==> src/atr_map.vh <==
`ifndef ATR_MAP_VH
`define ATR_MAP_VH
// Register byte offsets
`define ATR_OFS_CTRL1      8'h00
`define ATR_OFS_CTRL2      8'h04
`define ATR_OFS_SLAVE      8'h08
`define ATR_OFS_TRIG_EN    8'h0c
`define ATR_OFS_STATUS     8'h10
`define ATR_OFS_EVGEN      8'h14
`define ATR_OFS_COUNT      8'h18
`define ATR_OFS_PRESC      8'h1c
`define ATR_OFS_RELOAD     8'h20
`define ATR_OFS_REPEAT     8'h24
`define ATR_OFS_CMP0       8'h28
`define ATR_OFS_CHCFG      8'h40
`define ATR_OFS_CHFILT     8'h44
// Control 1 fields
`define ATR_C1_ENABLE      0
`define ATR_C1_UPD_DIS     1
`define ATR_C1_REQ_SRC     2
`define ATR_C1_DIR         4
`define ATR_C1_CENTER_LO   5
`define ATR_C1_RELOAD_PE   7
// Slave control fields
`define ATR_SL_MODE_LO     0
`define ATR_SL_TSEL_LO     4
`define ATR_SL_EFILT_LO    12
`define ATR_SL_EPRESC_LO   16
`define ATR_SL_ECLK2       18
`define ATR_SL_EPOL        19
// Channel config fields
`define ATR_CH_CAP_LO      0
`define ATR_CH_POL_LO      4
`define ATR_CH_PRE_LO      8
`define ATR_CH_PSC_LO      16
// Status fields
`define ATR_ST_UPDATE      0
`define ATR_ST_TRIG        1
`define ATR_ST_CAP_LO      2
// Slave modes
`define ATR_MODE_RESET     4'h4
`define ATR_MODE_GATED     4'h5
`define ATR_MODE_TRIGGER   4'h6
`define ATR_MODE_COMBINED  4'h8
// Trigger select codes
`define ATR_TSEL_CH1       5'h05
`define ATR_TSEL_CH2       5'h06
`define ATR_TSEL_EXT       5'h07
// Reset values
`define ATR_RELOAD_RST     16'hffff
`define ATR_ZERO16         16'h0000
`endif

==> src/atr_chan_in.v <==
`timescale 1ns/10ps
`default_nettype none
module atr_chan_in (
  // Clock and reset
  input  wire       clk_i,
  input  wire       nrst_i,
  // Pin and settings
  input  wire       pin_i,
  input  wire [3:0] filter_i,
  input  wire       polarity_i,
  input  wire [1:0] presc_i,
  // Stage outputs
  output reg        chan_in_filtered_o,
  output reg        level_o,
  output reg        chan_in_edge_sel_o,
  output reg        chan_in_prescaled_o
);
  reg       sample_r;
  reg [3:0] flt_cnt_r;
  reg [2:0] div_cnt_r;
  reg       filt_nxt;
  reg       lvl_nxt;
  reg [2:0] div_top;

  // Level is accepted after filter_i+1 stable samples; code 0 passes through
  always @* begin
    filt_nxt = chan_in_filtered_o;
    if (sample_r != chan_in_filtered_o && flt_cnt_r >= filter_i)
      filt_nxt = sample_r;
    lvl_nxt = filt_nxt ^ polarity_i;
    case (presc_i)
      2'h0:    div_top = 3'h0;
      2'h1:    div_top = 3'h1;
      2'h2:    div_top = 3'h3;
      default: div_top = 3'h7;
    endcase
  end

  always @(posedge clk_i) begin
    if (!nrst_i) begin
      sample_r            <= 1'b0;
      flt_cnt_r           <= 4'h0;
      div_cnt_r           <= 3'h0;
      chan_in_filtered_o  <= 1'b0;
      level_o             <= 1'b0;
      chan_in_edge_sel_o  <= 1'b0;
      chan_in_prescaled_o <= 1'b0;
    end else begin
      sample_r           <= pin_i;
      chan_in_filtered_o <= filt_nxt;
      if (sample_r == chan_in_filtered_o || filt_nxt != chan_in_filtered_o)
        flt_cnt_r <= 4'h0;
      else
        flt_cnt_r <= flt_cnt_r + 4'h1;
      level_o            <= lvl_nxt;
      chan_in_edge_sel_o <= lvl_nxt & ~level_o;
      chan_in_prescaled_o <= 1'b0;
      if (lvl_nxt & ~level_o) begin
        if (div_cnt_r >= div_top) begin
          div_cnt_r           <= 3'h0;
          chan_in_prescaled_o <= 1'b1;
        end else begin
          div_cnt_r <= div_cnt_r + 3'h1;
        end
      end
    end
  end
endmodule // atr_chan_in
`default_nettype wire

==> src/atr_timer.v <==
// Overview of operation
// - Overflow/underflow update fires only when repetition count hits zero, loads shadows.
// - Repetition counts down per overflow when up, per underflow when down.
// - Center-aligned mode decrements repetition on overflow and underflow.
// - Software or slave update acts at once and reloads repetition count.
// - Center, odd value: overflow if written before start, else underflow.
// - Reset mode: trigger rise restarts count, sets flag, update if source 0.
// - Slave mode codes: 0100 reset, 0101 gated, 0110 trigger.
// - Gated mode counts while trigger high; flag set on start and stop.
// - Gated mode never counts while counter enable is clear.
// - Trigger mode: trigger rise starts counter and sets flag.
// - Combined mode: trigger rise restarts, updates, starts counting.
// - External clock 2 joins slave modes; external pin clocks counter.
// - External pin cannot be trigger while external clock 2 is on.
// - Trigger select 00101 takes channel 1 filtered level, 00110 channel 2.
// - Ext filter 0000 none, prescale 00 none, polarity 0 rising, enable.
// - Sixteen ADC trigger events chosen by a 4-bit field.
// - ADC sources: reset, enable, compare, channel 4/5/6 reference edges.
// - Channels hold compare with shadow; channels 5 and 6 lack input stage.
// - Input stage samples, filters, detects polarity edge, then prescales.
// - Preload always accessible; capture via shadow, compare from shadow.
// - Update-source bit set: software update loads registers, no flag.
// - Counter starts one cycle after counter enable is written.
`include "atr_map.vh"
`timescale 1ns/10ps
`default_nettype none
module atr_timer (
  // Clock and reset
  input  wire        REF_CLK_I,
  input  wire        NRST_I,
  // Wishbone slave
  input  wire [7:0]  WB_ADR_I,
  input  wire [31:0] WB_DAT_I,
  input  wire [3:0]  WB_SEL_I,
  input  wire        WB_WE_I,
  input  wire        WB_CYC_I,
  input  wire        WB_STB_I,
  output reg  [31:0] WB_DAT_O,
  output reg         WB_ACK_O,
  // Channel, trigger and clock inputs
  input  wire [3:0]  CH_IN_I,
  input  wire        EXT_TRIGGER_PIN_I,
  input  wire [3:0]  ITR_I,
  // Events and references
  output reg         UPDATE_EVENT_O,
  output reg         TRIG_IRQ_O,
  output reg         TRIG_DMA_O,
  output reg         ADC_TRIGGER_OUT_O,
  output reg  [5:0]  CH_OUT_REF_O
);
  function [31:0] lane_merge;
    input [31:0] old_w;
    input [31:0] new_w;
    input [3:0]  sel;
    integer b;
    begin
      lane_merge = old_w;
      for (b = 0; b < 4; b = b + 1)
        if (sel[b])
          lane_merge[8*b +: 8] = new_w[8*b +: 8];
    end
  endfunction

  // Control and configuration
  reg        counter_enable_r;
  reg        update_dis_r;
  reg        update_req_source_r;
  reg        dir_r;
  reg [1:0]  center_mode_r;
  reg        reload_pre_en_r;
  reg [3:0]  adc_trig_select_r;
  reg [3:0]  slave_mode_sel_r;
  reg [4:0]  trigger_sel_r;
  reg [3:0]  ext_trig_filter_r;
  reg [1:0]  ext_trig_prescale_r;
  reg        ext_clk2_enable_r;
  reg        ext_trig_polarity_r;
  reg        trigger_irq_en_r;
  reg        trigger_dma_en_r;
  reg [3:0]  cap_mode_r;
  reg [3:0]  cap_pol_r;
  reg [5:0]  cmp_pre_en_r;
  reg [7:0]  cap_presc_r;
  reg [15:0] cap_filt_r;
  // Status and counting
  reg        update_flag_r;
  reg        trigger_flag_r;
  reg [3:0]  cap_flag_r;
  reg [15:0] count_r;
  reg [15:0] presc_cnt_r;
  reg [15:0] prescaler_reg_r;
  reg [15:0] presc_sh_r;
  reg [15:0] auto_reload_reg_r;
  reg [15:0] reload_sh_r;
  reg [15:0] repetition_value_r;
  reg [15:0] rep_cnt_r;
  reg        want_ovf_r;
  reg        trigger_prev_r;
  reg [3:0]  cap_copy_r;
  reg [15:0] chan_compare_reg_r [0:5];
  reg [15:0] cmp_sh_r [0:5];

  wire [3:0] ch_lvl;
  wire [3:0] cap_pulse;
  wire       ext_lvl;
  wire       ext_pulse;
  reg  [31:0] rd_cur;
  reg  [31:0] wdat;
  reg         trigger_input;
  reg  [5:0]  ref_nxt;
  reg  [5:0]  cmp_hit;
  reg         adc_nxt;
  integer     k;
  integer     ci;
  integer     si;

  wire        bus_req = WB_CYC_I & WB_STB_I & ~WB_ACK_O;
  wire        wr      = bus_req & WB_WE_I;
  wire [7:0]  wadr    = {WB_ADR_I[7:2], 2'b00};

  // Channels 1-4 have an input stage; 5 and 6 are compare only
  genvar g;
  generate
    for (g = 0; g < 4; g = g + 1) begin : g_chin
      atr_chan_in u_chin (
        .clk_i               (REF_CLK_I),
        .nrst_i              (NRST_I),
        .pin_i               (CH_IN_I[g]),
        .filter_i            (cap_filt_r[4*g +: 4]),
        .polarity_i          (cap_pol_r[g]),
        .presc_i             (cap_presc_r[2*g +: 2]),
        .chan_in_filtered_o  (),
        .level_o             (ch_lvl[g]),
        .chan_in_edge_sel_o  (),
        .chan_in_prescaled_o (cap_pulse[g])
      );
    end
  endgenerate

  // External pin conditioning for external clock mode 2
  atr_chan_in u_ext (
    .clk_i               (REF_CLK_I),
    .nrst_i              (NRST_I),
    .pin_i               (EXT_TRIGGER_PIN_I),
    .filter_i            (ext_trig_filter_r),
    .polarity_i          (ext_trig_polarity_r),
    .presc_i             (ext_trig_prescale_r),
    .chan_in_filtered_o  (),
    .level_o             (ext_lvl),
    .chan_in_edge_sel_o  (),
    .chan_in_prescaled_o (ext_pulse)
  );

  always @* begin
    trigger_input = 1'b0;
    case (trigger_sel_r)
      5'h00, 5'h01, 5'h02, 5'h03: trigger_input = ITR_I[trigger_sel_r[1:0]];
      `ATR_TSEL_CH1: trigger_input = ch_lvl[0];
      `ATR_TSEL_CH2: trigger_input = ch_lvl[1];
      `ATR_TSEL_EXT: trigger_input = ~ext_clk2_enable_r & ext_lvl;
      default:       trigger_input = 1'b0;
    endcase
  end

  wire trig_rise  = trigger_input & ~trigger_prev_r;
  wire trig_fall  = ~trigger_input & trigger_prev_r;
  wire m_reset    = slave_mode_sel_r == `ATR_MODE_RESET;
  wire m_gated    = slave_mode_sel_r == `ATR_MODE_GATED;
  wire m_trigger  = slave_mode_sel_r == `ATR_MODE_TRIGGER;
  wire m_combined = slave_mode_sel_r == `ATR_MODE_COMBINED;
  wire sl_restart = (m_reset | m_combined) & trig_rise;
  wire sl_start   = (m_trigger | m_combined) & trig_rise;
  wire trig_evt   = ((m_reset | m_trigger | m_combined) & trig_rise) |
                    (m_gated & (trig_rise | trig_fall));
  wire sw_update  = wr & (wadr == `ATR_OFS_EVGEN) & wdat[0];
  wire forced_upd = sw_update | (m_reset & trig_rise & ~update_req_source_r) |
                    (m_combined & trig_rise);
  wire restart    = sw_update | sl_restart;
  // Counter enable register takes effect the cycle after the bus write
  wire run        = counter_enable_r &
                    (~m_gated | trigger_input);
  wire tick_src   = run & (ext_clk2_enable_r ? ext_pulse : 1'b1);
  wire cnt_tick   = tick_src & (presc_cnt_r == presc_sh_r);
  wire center     = center_mode_r != 2'b00;
  wire [15:0] ovf_at = center ? reload_sh_r - 16'h0001 : reload_sh_r;
  wire ovf        = cnt_tick & ~dir_r & (count_r == ovf_at);
  wire unf        = cnt_tick & dir_r &
                    (count_r == (center ? 16'h0001 : 16'h0000));
  wire rep_hit    = ovf | unf;
  wire rep_ok     = (rep_cnt_r == 16'h0000) & (~center |
                    ~repetition_value_r[0] | (ovf == want_ovf_r));
  wire rep_upd    = rep_hit & rep_ok & ~update_dis_r;
  wire update_event = rep_upd | forced_upd;
  wire upd_flag_set = rep_upd | (forced_upd & ~update_req_source_r);

  always @* begin
    rd_cur = 32'h0;
    case (wadr)
      `ATR_OFS_CTRL1: begin
        rd_cur[`ATR_C1_ENABLE]   = counter_enable_r;
        rd_cur[`ATR_C1_UPD_DIS]  = update_dis_r;
        rd_cur[`ATR_C1_REQ_SRC]  = update_req_source_r;
        rd_cur[`ATR_C1_DIR]      = dir_r;
        rd_cur[`ATR_C1_CENTER_LO +: 2] = center_mode_r;
        rd_cur[`ATR_C1_RELOAD_PE] = reload_pre_en_r;
      end
      `ATR_OFS_CTRL2:   rd_cur[3:0] = adc_trig_select_r;
      `ATR_OFS_SLAVE: begin
        rd_cur[`ATR_SL_MODE_LO +: 4]   = slave_mode_sel_r;
        rd_cur[`ATR_SL_TSEL_LO +: 5]   = trigger_sel_r;
        rd_cur[`ATR_SL_EFILT_LO +: 4]  = ext_trig_filter_r;
        rd_cur[`ATR_SL_EPRESC_LO +: 2] = ext_trig_prescale_r;
        rd_cur[`ATR_SL_ECLK2]          = ext_clk2_enable_r;
        rd_cur[`ATR_SL_EPOL]           = ext_trig_polarity_r;
      end
      `ATR_OFS_TRIG_EN: rd_cur[1:0] = {trigger_dma_en_r, trigger_irq_en_r};
      `ATR_OFS_STATUS: begin
        rd_cur[`ATR_ST_UPDATE]     = update_flag_r;
        rd_cur[`ATR_ST_TRIG]       = trigger_flag_r;
        rd_cur[`ATR_ST_CAP_LO +: 4] = cap_flag_r;
      end
      `ATR_OFS_COUNT:   rd_cur[15:0] = count_r;
      `ATR_OFS_PRESC:   rd_cur[15:0] = prescaler_reg_r;
      `ATR_OFS_RELOAD:  rd_cur[15:0] = auto_reload_reg_r;
      `ATR_OFS_REPEAT:  rd_cur[15:0] = repetition_value_r;
      `ATR_OFS_CHCFG: begin
        rd_cur[`ATR_CH_CAP_LO +: 4] = cap_mode_r;
        rd_cur[`ATR_CH_POL_LO +: 4] = cap_pol_r;
        rd_cur[`ATR_CH_PRE_LO +: 6] = cmp_pre_en_r;
        rd_cur[`ATR_CH_PSC_LO +: 8] = cap_presc_r;
      end
      `ATR_OFS_CHFILT:  rd_cur[15:0] = cap_filt_r;
      default: begin
        for (k = 0; k < 6; k = k + 1)
          if (wadr == `ATR_OFS_CMP0 + 8'h04 * k[7:0])
            rd_cur[15:0] = chan_compare_reg_r[k];
      end
    endcase
    wdat = lane_merge(rd_cur, WB_DAT_I, WB_SEL_I);
  end

  always @* begin
    for (ci = 0; ci < 6; ci = ci + 1) begin
      ref_nxt[ci] = count_r < cmp_sh_r[ci];
      cmp_hit[ci] = count_r == cmp_sh_r[ci];
    end
    case (adc_trig_select_r)
      4'h0: adc_nxt = restart;
      4'h1: adc_nxt = counter_enable_r;
      4'h2: adc_nxt = update_event;
      4'h3: adc_nxt = cmp_hit[0];
      4'h4: adc_nxt = ref_nxt[0];
      4'h5: adc_nxt = ref_nxt[1];
      4'h6: adc_nxt = ref_nxt[2];
      4'h7: adc_nxt = ref_nxt[3];
      4'h8: adc_nxt = ref_nxt[4];
      4'h9: adc_nxt = ref_nxt[5];
      4'ha: adc_nxt = ref_nxt[3] ^ CH_OUT_REF_O[3];
      4'hb: adc_nxt = ref_nxt[4] & ~CH_OUT_REF_O[4];
      4'hc: adc_nxt = ~ref_nxt[5] & CH_OUT_REF_O[5];
      4'hd: adc_nxt = (ref_nxt[3] ^ CH_OUT_REF_O[3]) |
                      (ref_nxt[4] & ~CH_OUT_REF_O[4]);
      4'he: adc_nxt = cmp_hit[4];
      default: adc_nxt = trig_evt;
    endcase
  end

  // Bus answer, event outputs and configuration
  always @(posedge REF_CLK_I) begin
    if (!NRST_I) begin
      WB_ACK_O <= 1'b0;
      WB_DAT_O <= 32'h0;
      UPDATE_EVENT_O <= 1'b0;
      TRIG_IRQ_O <= 1'b0;
      TRIG_DMA_O <= 1'b0;
      ADC_TRIGGER_OUT_O <= 1'b0;
      CH_OUT_REF_O <= 6'h00;
      counter_enable_r <= 1'b0;
      update_dis_r <= 1'b0;
      update_req_source_r <= 1'b0;
      center_mode_r <= 2'b00;
      reload_pre_en_r <= 1'b0;
      adc_trig_select_r <= 4'h0;
      slave_mode_sel_r <= 4'h0;
      trigger_sel_r <= 5'h00;
      ext_trig_filter_r <= 4'h0;
      ext_trig_prescale_r <= 2'h0;
      ext_clk2_enable_r <= 1'b0;
      ext_trig_polarity_r <= 1'b0;
      trigger_irq_en_r <= 1'b0;
      trigger_dma_en_r <= 1'b0;
      cap_mode_r <= 4'h0;
      cap_pol_r <= 4'h0;
      cmp_pre_en_r <= 6'h00;
      cap_presc_r <= 8'h00;
      cap_filt_r <= `ATR_ZERO16;
      update_flag_r <= 1'b0;
      trigger_flag_r <= 1'b0;
      prescaler_reg_r <= `ATR_ZERO16;
      auto_reload_reg_r <= `ATR_RELOAD_RST;
      repetition_value_r <= `ATR_ZERO16;
      want_ovf_r <= 1'b1;
      trigger_prev_r <= 1'b0;
    end else begin
      WB_ACK_O <= bus_req;
      WB_DAT_O <= bus_req ? rd_cur : 32'h0;
      UPDATE_EVENT_O <= update_event;
      TRIG_IRQ_O <= trigger_flag_r & trigger_irq_en_r;
      TRIG_DMA_O <= trig_evt & trigger_dma_en_r;
      ADC_TRIGGER_OUT_O <= adc_nxt;
      CH_OUT_REF_O <= ref_nxt;
      trigger_prev_r <= trigger_input;
      if (wr) begin
        case (wadr)
          `ATR_OFS_CTRL1: begin
            counter_enable_r    <= wdat[`ATR_C1_ENABLE];
            update_dis_r        <= wdat[`ATR_C1_UPD_DIS];
            update_req_source_r <= wdat[`ATR_C1_REQ_SRC];
            center_mode_r       <= wdat[`ATR_C1_CENTER_LO +: 2];
            reload_pre_en_r     <= wdat[`ATR_C1_RELOAD_PE];
          end
          `ATR_OFS_CTRL2: adc_trig_select_r <= wdat[3:0];
          `ATR_OFS_SLAVE: begin
            slave_mode_sel_r    <= wdat[`ATR_SL_MODE_LO +: 4];
            trigger_sel_r       <= wdat[`ATR_SL_TSEL_LO +: 5];
            ext_trig_filter_r   <= wdat[`ATR_SL_EFILT_LO +: 4];
            ext_trig_prescale_r <= wdat[`ATR_SL_EPRESC_LO +: 2];
            ext_clk2_enable_r   <= wdat[`ATR_SL_ECLK2];
            ext_trig_polarity_r <= wdat[`ATR_SL_EPOL];
          end
          `ATR_OFS_TRIG_EN: begin
            trigger_irq_en_r <= wdat[0];
            trigger_dma_en_r <= wdat[1];
          end
          `ATR_OFS_PRESC:  prescaler_reg_r   <= wdat[15:0];
          `ATR_OFS_RELOAD: auto_reload_reg_r <= wdat[15:0];
          `ATR_OFS_REPEAT: begin
            repetition_value_r <= wdat[15:0];
            want_ovf_r <= ~counter_enable_r;
          end
          `ATR_OFS_CHCFG: begin
            cap_mode_r   <= wdat[`ATR_CH_CAP_LO +: 4];
            cap_pol_r    <= wdat[`ATR_CH_POL_LO +: 4];
            cmp_pre_en_r <= wdat[`ATR_CH_PRE_LO +: 6];
            cap_presc_r  <= wdat[`ATR_CH_PSC_LO +: 8];
          end
          `ATR_OFS_CHFILT: cap_filt_r <= wdat[15:0];
          default: ;
        endcase
      end
      if (sl_start)
        counter_enable_r <= 1'b1;
      // Flags clear on a written 0; a same-cycle event wins
      if (wr && wadr == `ATR_OFS_STATUS) begin
        update_flag_r  <= wdat[`ATR_ST_UPDATE] | upd_flag_set;
        trigger_flag_r <= wdat[`ATR_ST_TRIG] | trig_evt;
      end else begin
        update_flag_r  <= update_flag_r | upd_flag_set;
        trigger_flag_r <= trigger_flag_r | trig_evt;
      end
    end
  end

  // Counter, prescaler, repetition and shadows
  always @(posedge REF_CLK_I) begin
    if (!NRST_I) begin
      count_r <= `ATR_ZERO16;
      dir_r <= 1'b0;
      presc_cnt_r <= `ATR_ZERO16;
      presc_sh_r <= `ATR_ZERO16;
      reload_sh_r <= `ATR_RELOAD_RST;
      rep_cnt_r <= `ATR_ZERO16;
      cap_flag_r <= 4'h0;
      cap_copy_r <= 4'h0;
      for (si = 0; si < 6; si = si + 1) begin
        chan_compare_reg_r[si] <= `ATR_ZERO16;
        cmp_sh_r[si] <= `ATR_ZERO16;
      end
    end else begin
      if (restart)
        presc_cnt_r <= `ATR_ZERO16;
      else if (tick_src)
        presc_cnt_r <= cnt_tick ? `ATR_ZERO16 : presc_cnt_r + 16'h0001;
      if (wr && wadr == `ATR_OFS_CTRL1 && !center)
        dir_r <= wdat[`ATR_C1_DIR];
      if (restart) begin
        count_r <= (!center && dir_r) ? auto_reload_reg_r
                                      : `ATR_ZERO16;
        if (center)
          dir_r <= 1'b0;
      end else if (wr && wadr == `ATR_OFS_COUNT) begin
        count_r <= wdat[15:0];
      end else if (cnt_tick) begin
        if (ovf && center) begin
          count_r <= reload_sh_r;
          dir_r <= 1'b1;
        end else if (unf && center) begin
          count_r <= `ATR_ZERO16;
          dir_r <= 1'b0;
        end else if (ovf)
          count_r <= `ATR_ZERO16;
        else if (unf)
          count_r <= reload_sh_r;
        else
          count_r <= dir_r ? count_r - 16'h0001 : count_r + 16'h0001;
      end
      if (forced_upd || (rep_hit && rep_ok))
        rep_cnt_r <= repetition_value_r;
      else if (rep_hit && rep_cnt_r != `ATR_ZERO16)
        rep_cnt_r <= rep_cnt_r - 16'h0001;
      if (update_event) begin
        presc_sh_r  <= prescaler_reg_r;
        reload_sh_r <= auto_reload_reg_r;
      end else if (!reload_pre_en_r) begin
        reload_sh_r <= auto_reload_reg_r;
      end
      for (si = 0; si < 6; si = si + 1) begin
        if (si < 4 && cap_mode_r[si]) begin
          // Capture lands in shadow, copied to preload a cycle later
          cap_copy_r[si] <= cap_pulse[si];
          if (cap_pulse[si])
            cmp_sh_r[si] <= count_r;
          if (cap_copy_r[si])
            chan_compare_reg_r[si] <= cmp_sh_r[si];
          else if (wr && wadr == `ATR_OFS_CMP0 + 8'h04 * si[7:0])
            chan_compare_reg_r[si] <= wdat[15:0];
        end else begin
          if (si < 4)
            cap_copy_r[si] <= 1'b0;
          if (wr && wadr == `ATR_OFS_CMP0 + 8'h04 * si[7:0]) begin
            chan_compare_reg_r[si] <= wdat[15:0];
            if (!cmp_pre_en_r[si])
              cmp_sh_r[si] <= wdat[15:0];
          end else if (update_event || !cmp_pre_en_r[si]) begin
            cmp_sh_r[si] <= chan_compare_reg_r[si];
          end
        end
      end
      if (wr && wadr == `ATR_OFS_STATUS)
        cap_flag_r <= (wdat[`ATR_ST_CAP_LO +: 4] & cap_flag_r) |
                      (cap_pulse & cap_mode_r);
      else
        cap_flag_r <= cap_flag_r | (cap_pulse & cap_mode_r);
    end
  end
endmodule // atr_timer
`default_nettype wire

==> config.mk <==
export PLATFORM = sky130hd
export DESIGN_NAME = atr_timer
export DESIGN_NICKNAME = d
export VERILOG_FILES = /design/src/atr_chan_in.v /design/src/atr_timer.v
export VERILOG_INCLUDE_DIRS = /design/src
export SDC_FILE = /design/constraint.sdc
export NUM_CORES = 1
export LEC_CHECK = 0
export ABC_AREA = 0
export BUFFER_PORTS_ARGS = -buffer_cell sky130_fd_sc_hd__buf_2
export CAP_MARGIN = 20
export CORE_ASPECT_RATIO = 0.5
export CORE_MARGIN = 1
export CORE_UTILIZATION = 50
export CTS_BUF_LIST = sky130_fd_sc_hd__clkbuf_2
export DETAILED_ROUTE_END_ITERATION = 7
export GPL_ROUTABILITY_DRIVEN = 0
export GPL_TIMING_DRIVEN = 0
export PLACE_DENSITY_LB_ADDON = 0.2
export REMOVE_ABC_BUFFERS = 1
export SETUP_SLACK_MARGIN = 0.15
export SLEW_MARGIN = 25
export SYNTH_ARGS = -nofsm -noshare
export SYNTH_HDL_FRONTEND = slang
export SYNTH_SLANG_ARGS = --single-unit
export TNS_END_PERCENT = 10
==> constraint.sdc <==
create_clock -name REF_CLK_I -period 5.4 [get_ports REF_CLK_I]
set_input_delay 0.81 -clock REF_CLK_I [delete_from_list [all_inputs] [get_ports REF_CLK_I]]
set_output_delay 0.81 -clock REF_CLK_I [all_outputs]
set_load 0.005 [all_outputs]
==> qor.yml <==
sta:
  worst_slew_pin_slew_ps: 1190
  rsz0062_at_grt: "true"
  hold_violations: 0
  fmax_ghz: 0.186
  skew_ps: 95.9
  finalMaxSlewViolations: 0
  fin_crit_ps: 5370
  setup_violations: 0
  slew-limit-headroom_pct: 20.4
  setup_ws_ps: 33.7
  fin_tns_setup_ps: 0
  post-route-period-util_pct: 99.4
die:
  die_y_um: 165
  rows: 59
  ios: 101
  die_w_um: 329
  core_um2: 52300
  initial_core_util_pct: 51.0
  die_area_um2: 54400
worst_setup_path:
  crit_top_cell: "nor4_1"
  crit_chain: "nor3_1 > nor4_1 > o211ai_1 > nor4_1 > a21oi_1 > o21a_4 > a21oi_2 > nand4b_1 > buf_12"
  rr_endpoint: "cmp_sh_r[0][44]$_SDFFCE_PN0P_"
  slowest_stage: "dfxtp_1"
  path_max_fanout: 40
  worst-setup-path-type: "reg2reg"
  r2r_start: "count_r[1]$_SDFFE_PN0P_"
  crit_path_start_kind: "flip-flop"
  slowest_delay_ps: 1100
  r2r_cells: 9
  r2r_slack_ps: 30
  arrival_ps: 6210
  cp-end-kind: "flip-flop"
  cp.required_ps: 6250
cells_and_area:
  multi_input_area_um2: 13800
  design_area_um2: 29200
  fillers: 4678
  ff_latch_area_um2: 11700
  drive_gt1_share_pct: 12.4
  area_delta_synth_final_pct: 9.36
  nNetsFinal: 3179
  fin_cells: 3764
clock_network:
  clk_pin_slew_ps: 130
  clockRootBuffer: "clkbuf_2"
  h-tree-depth: 3
  clockBufferDepth: 3
  cts_sinks: 490
  clk_latency_ps: 1220
  cts_tree: "done"
  cts_buffers: 111
place:
  dp.cells: 3531
  place_ws_ps: -648
  port_buffers: 81
  dp_hpwl_um: 65000
  placed_area_um2: 27900
drt:
  drc_errors: 4
  wl_per_cell_um: 25.4
  drt_wl_total_um: 95500
  vias_per_cell: 6.38
  drt_iter0_drc: 3477
  drtAntennaViolNets: 0
  num_vias: 24000
  dr.pass1.iters: 8
yosys:
  ys_types: 101
  synth_area_leader_cell: "dfxtp_1"
  yosysSeqAreaShare_pct: 43.9
  syn_avg_cell_area_um2: 9.14
  ys_ff_latch: 490
  netlist_top_cells_area: "dfxtp_1 22%, edfxtp_1 22%, ha_1 7.3%, nor2_1 5.4%, a21oi_1 3.8%"
  async_reset_ff_share_pct: 0
  synth_cells: 2923
  synth-main-ff-cell: "dfxtp_1"
  netlist.area_leader.share_pct: 22.3
  ys.warnings.count: 0
  syn_area_um2: 26700
  synth-edff-count: 192
min_path:
  hold_depth: 3
  worst_hold_path_type: "in2reg"
  hold_end: "chan_compare_reg_r[4][13]$_SDFFCE_PN0P_"
  hp-start: "WB_DAT_I[13]"
global_route:
  grt_overflow_total: 0
  grt_usage_pct: 34.5
  grt_max_degree: 103
  grt_pass1_wl_um: 138000
  first_global_vias: 21700
  antenna_found_initial: 5
power:
  pwr_density_cell_nw_per_um2: 247
  max-vdd-ir-drop_uv: 160
  p_leak_nw: 12.1
status:
  status: "complete, but fails checks"
  violations: "design-rule violations"
flow_run:
  max-cap-violations: 0
cell usage after synthesis, types with 41 or more instances:
library cell	n
a21o_1	48
a21oi_1	205
a221o_1	66
a22oi_1	67
and2_1	60
clkbuf_1	173
dfxtp_1	298
edfxtp_1	192
ha_1	155
inv_1	148
mux2i_1	47
nand2_1	202
nand3_1	62
nor2_1	381
nor3_1	41
o21ai_0	132
xnor2_1	41
xor2_1	62
state kept, by name, indices dropped and copies added, names as in the netlist, 8 cells and up:
register and count:
WB_DAT_O 24, count_r 16, presc_cnt_r 16, prescaler_reg_r 16
g_chin.u_chin.div_cnt_r 12, cap_presc_r 8, repetition_value_r 16, rep_cnt_r 16
reload_sh_r 16, presc_sh_r 16, cap_filt_r 16, chan_compare_reg_r 96
g_chin.u_chin.flt_cnt_r 16, auto_reload_reg_r 16, cmp_sh_r 96
placed cells by master, fill, tap and decap left out, types with 83 or more instances in the layout:
cell	instances
inv_1	148
nand2_1	201
ha_1	155
dfxtp_1	284
buf_2	83
edfxtp_1	192
o21ai_0	130
clkbuf_2	168
a21oi_1	204
nor2_1	374
per-layer routing:
| layer | GRT usage [%] | up-vias | routed length [µm] |
|---|---|---|---|
| li1 | - | 10700 | - |
| met1 | 46.3 | 11400 | 38200 |
| met2 | 49.2 | 1569 | 38500 |
| met3 | 11.8 | 318 | 13800 |
| met4 | 17.3 | 2 | 5000 |
| met5 | 0 | - | 40 |
area by class of cell:
type,instances,area share (%)
clock buffer,168,2.88
multi-input combinational,2084,47.3
sequential,490,40.2
clock inverter,38,0.818
tap,701,3.00
antenna,5,0.0428
inverter,151,1.97
timing repair buffer,127,3.73
cell families (layout without fill, tap and decap cells):
family,after synthesis,count (layout),share of synthesized area [%]
buf+inv,356,484,5.30
flops,490,490,43.9
other cells,1,13,0.0140
mux,53,53,2.10
xor+xnor,103,103,3.38
compound gates,780,780,20.3
simple gates,984,984,17.7
fa+ha+maj,156,156,7.34
critical path, delay by kind of cell, from the launching register on:
| kind | cells | cell delay, ps |
|---|---|---|
| AO/OA/AOI/OAI | 4 | 1910 |
| AND/OR/NAND/NOR | 4 | 1730 |
| flip-flops | 1 | 1100 |
| buffers and inverters | 1 | 210 |
report_power, final:
group          switching, mW  internal (mW)  leakage (nW)  total (mW)
Clock                   1.61          0.981         0.809        2.59
Sequential            0.0775           3.92          4.49        4.00
Combinational          0.400          0.215          6.77       0.615
worst max path at each step:
| stage | slack (ps) | end | from | cells past startpoint |
|---|---|---|---|---|
| global placement | -1490 | cmp_sh_r[0][17]$_SDFFCE_PN0P_ | NRST_I | 4 |
| global route | 40 | cmp_sh_r[0][46]$_SDFFCE_PN0P_ | center_mode_r[0]$_SDFFE_PN0P_ | 10 |
| CTS | 20 | cmp_sh_r[0][50]$_SDFFCE_PN0P_ | count_r[1]$_SDFFE_PN0P_ | 8 |
| finish | 30 | cmp_sh_r[0][44]$_SDFFCE_PN0P_ | count_r[1]$_SDFFE_PN0P_ | 9 |
| floorplan | 920 | cmp_sh_r[0][32]$_SDFFCE_PN0P_ | WB_ADR_I[7] | 9 |
| detailed placement | -650 | cmp_sh_r[0][39]$_SDFFCE_PN0P_ | WB_ADR_I[3] | 10 |
through the flow:
stage / hold slack [ps] / total power [mW] / utilization, %
2_1_floorplan: 430 / 4.34 / -
3_3_place_gp: 459 / 4.58 / 51.9
3_5_place_dp: 472 / 4.65 / 53.3
4_1_cts: 6.01 / 7.16 / 55.7
5_1_grt: 10.2 / 7.42 / 55.8
6_report: 55.4 / 7.20 / 55.8
what timing repair did:
action | CTS | global route
cloned | 0 | 0
gates resized for setup | 1 | 1
pin swaps | 0 | 0
setup buffers | 1 | 1
endpoints found under the setup margin | 64 | 40
hold endpoints to repair | 17 | 0
hold buffers | 17 | 0
(Power assumes the default switching activity.)
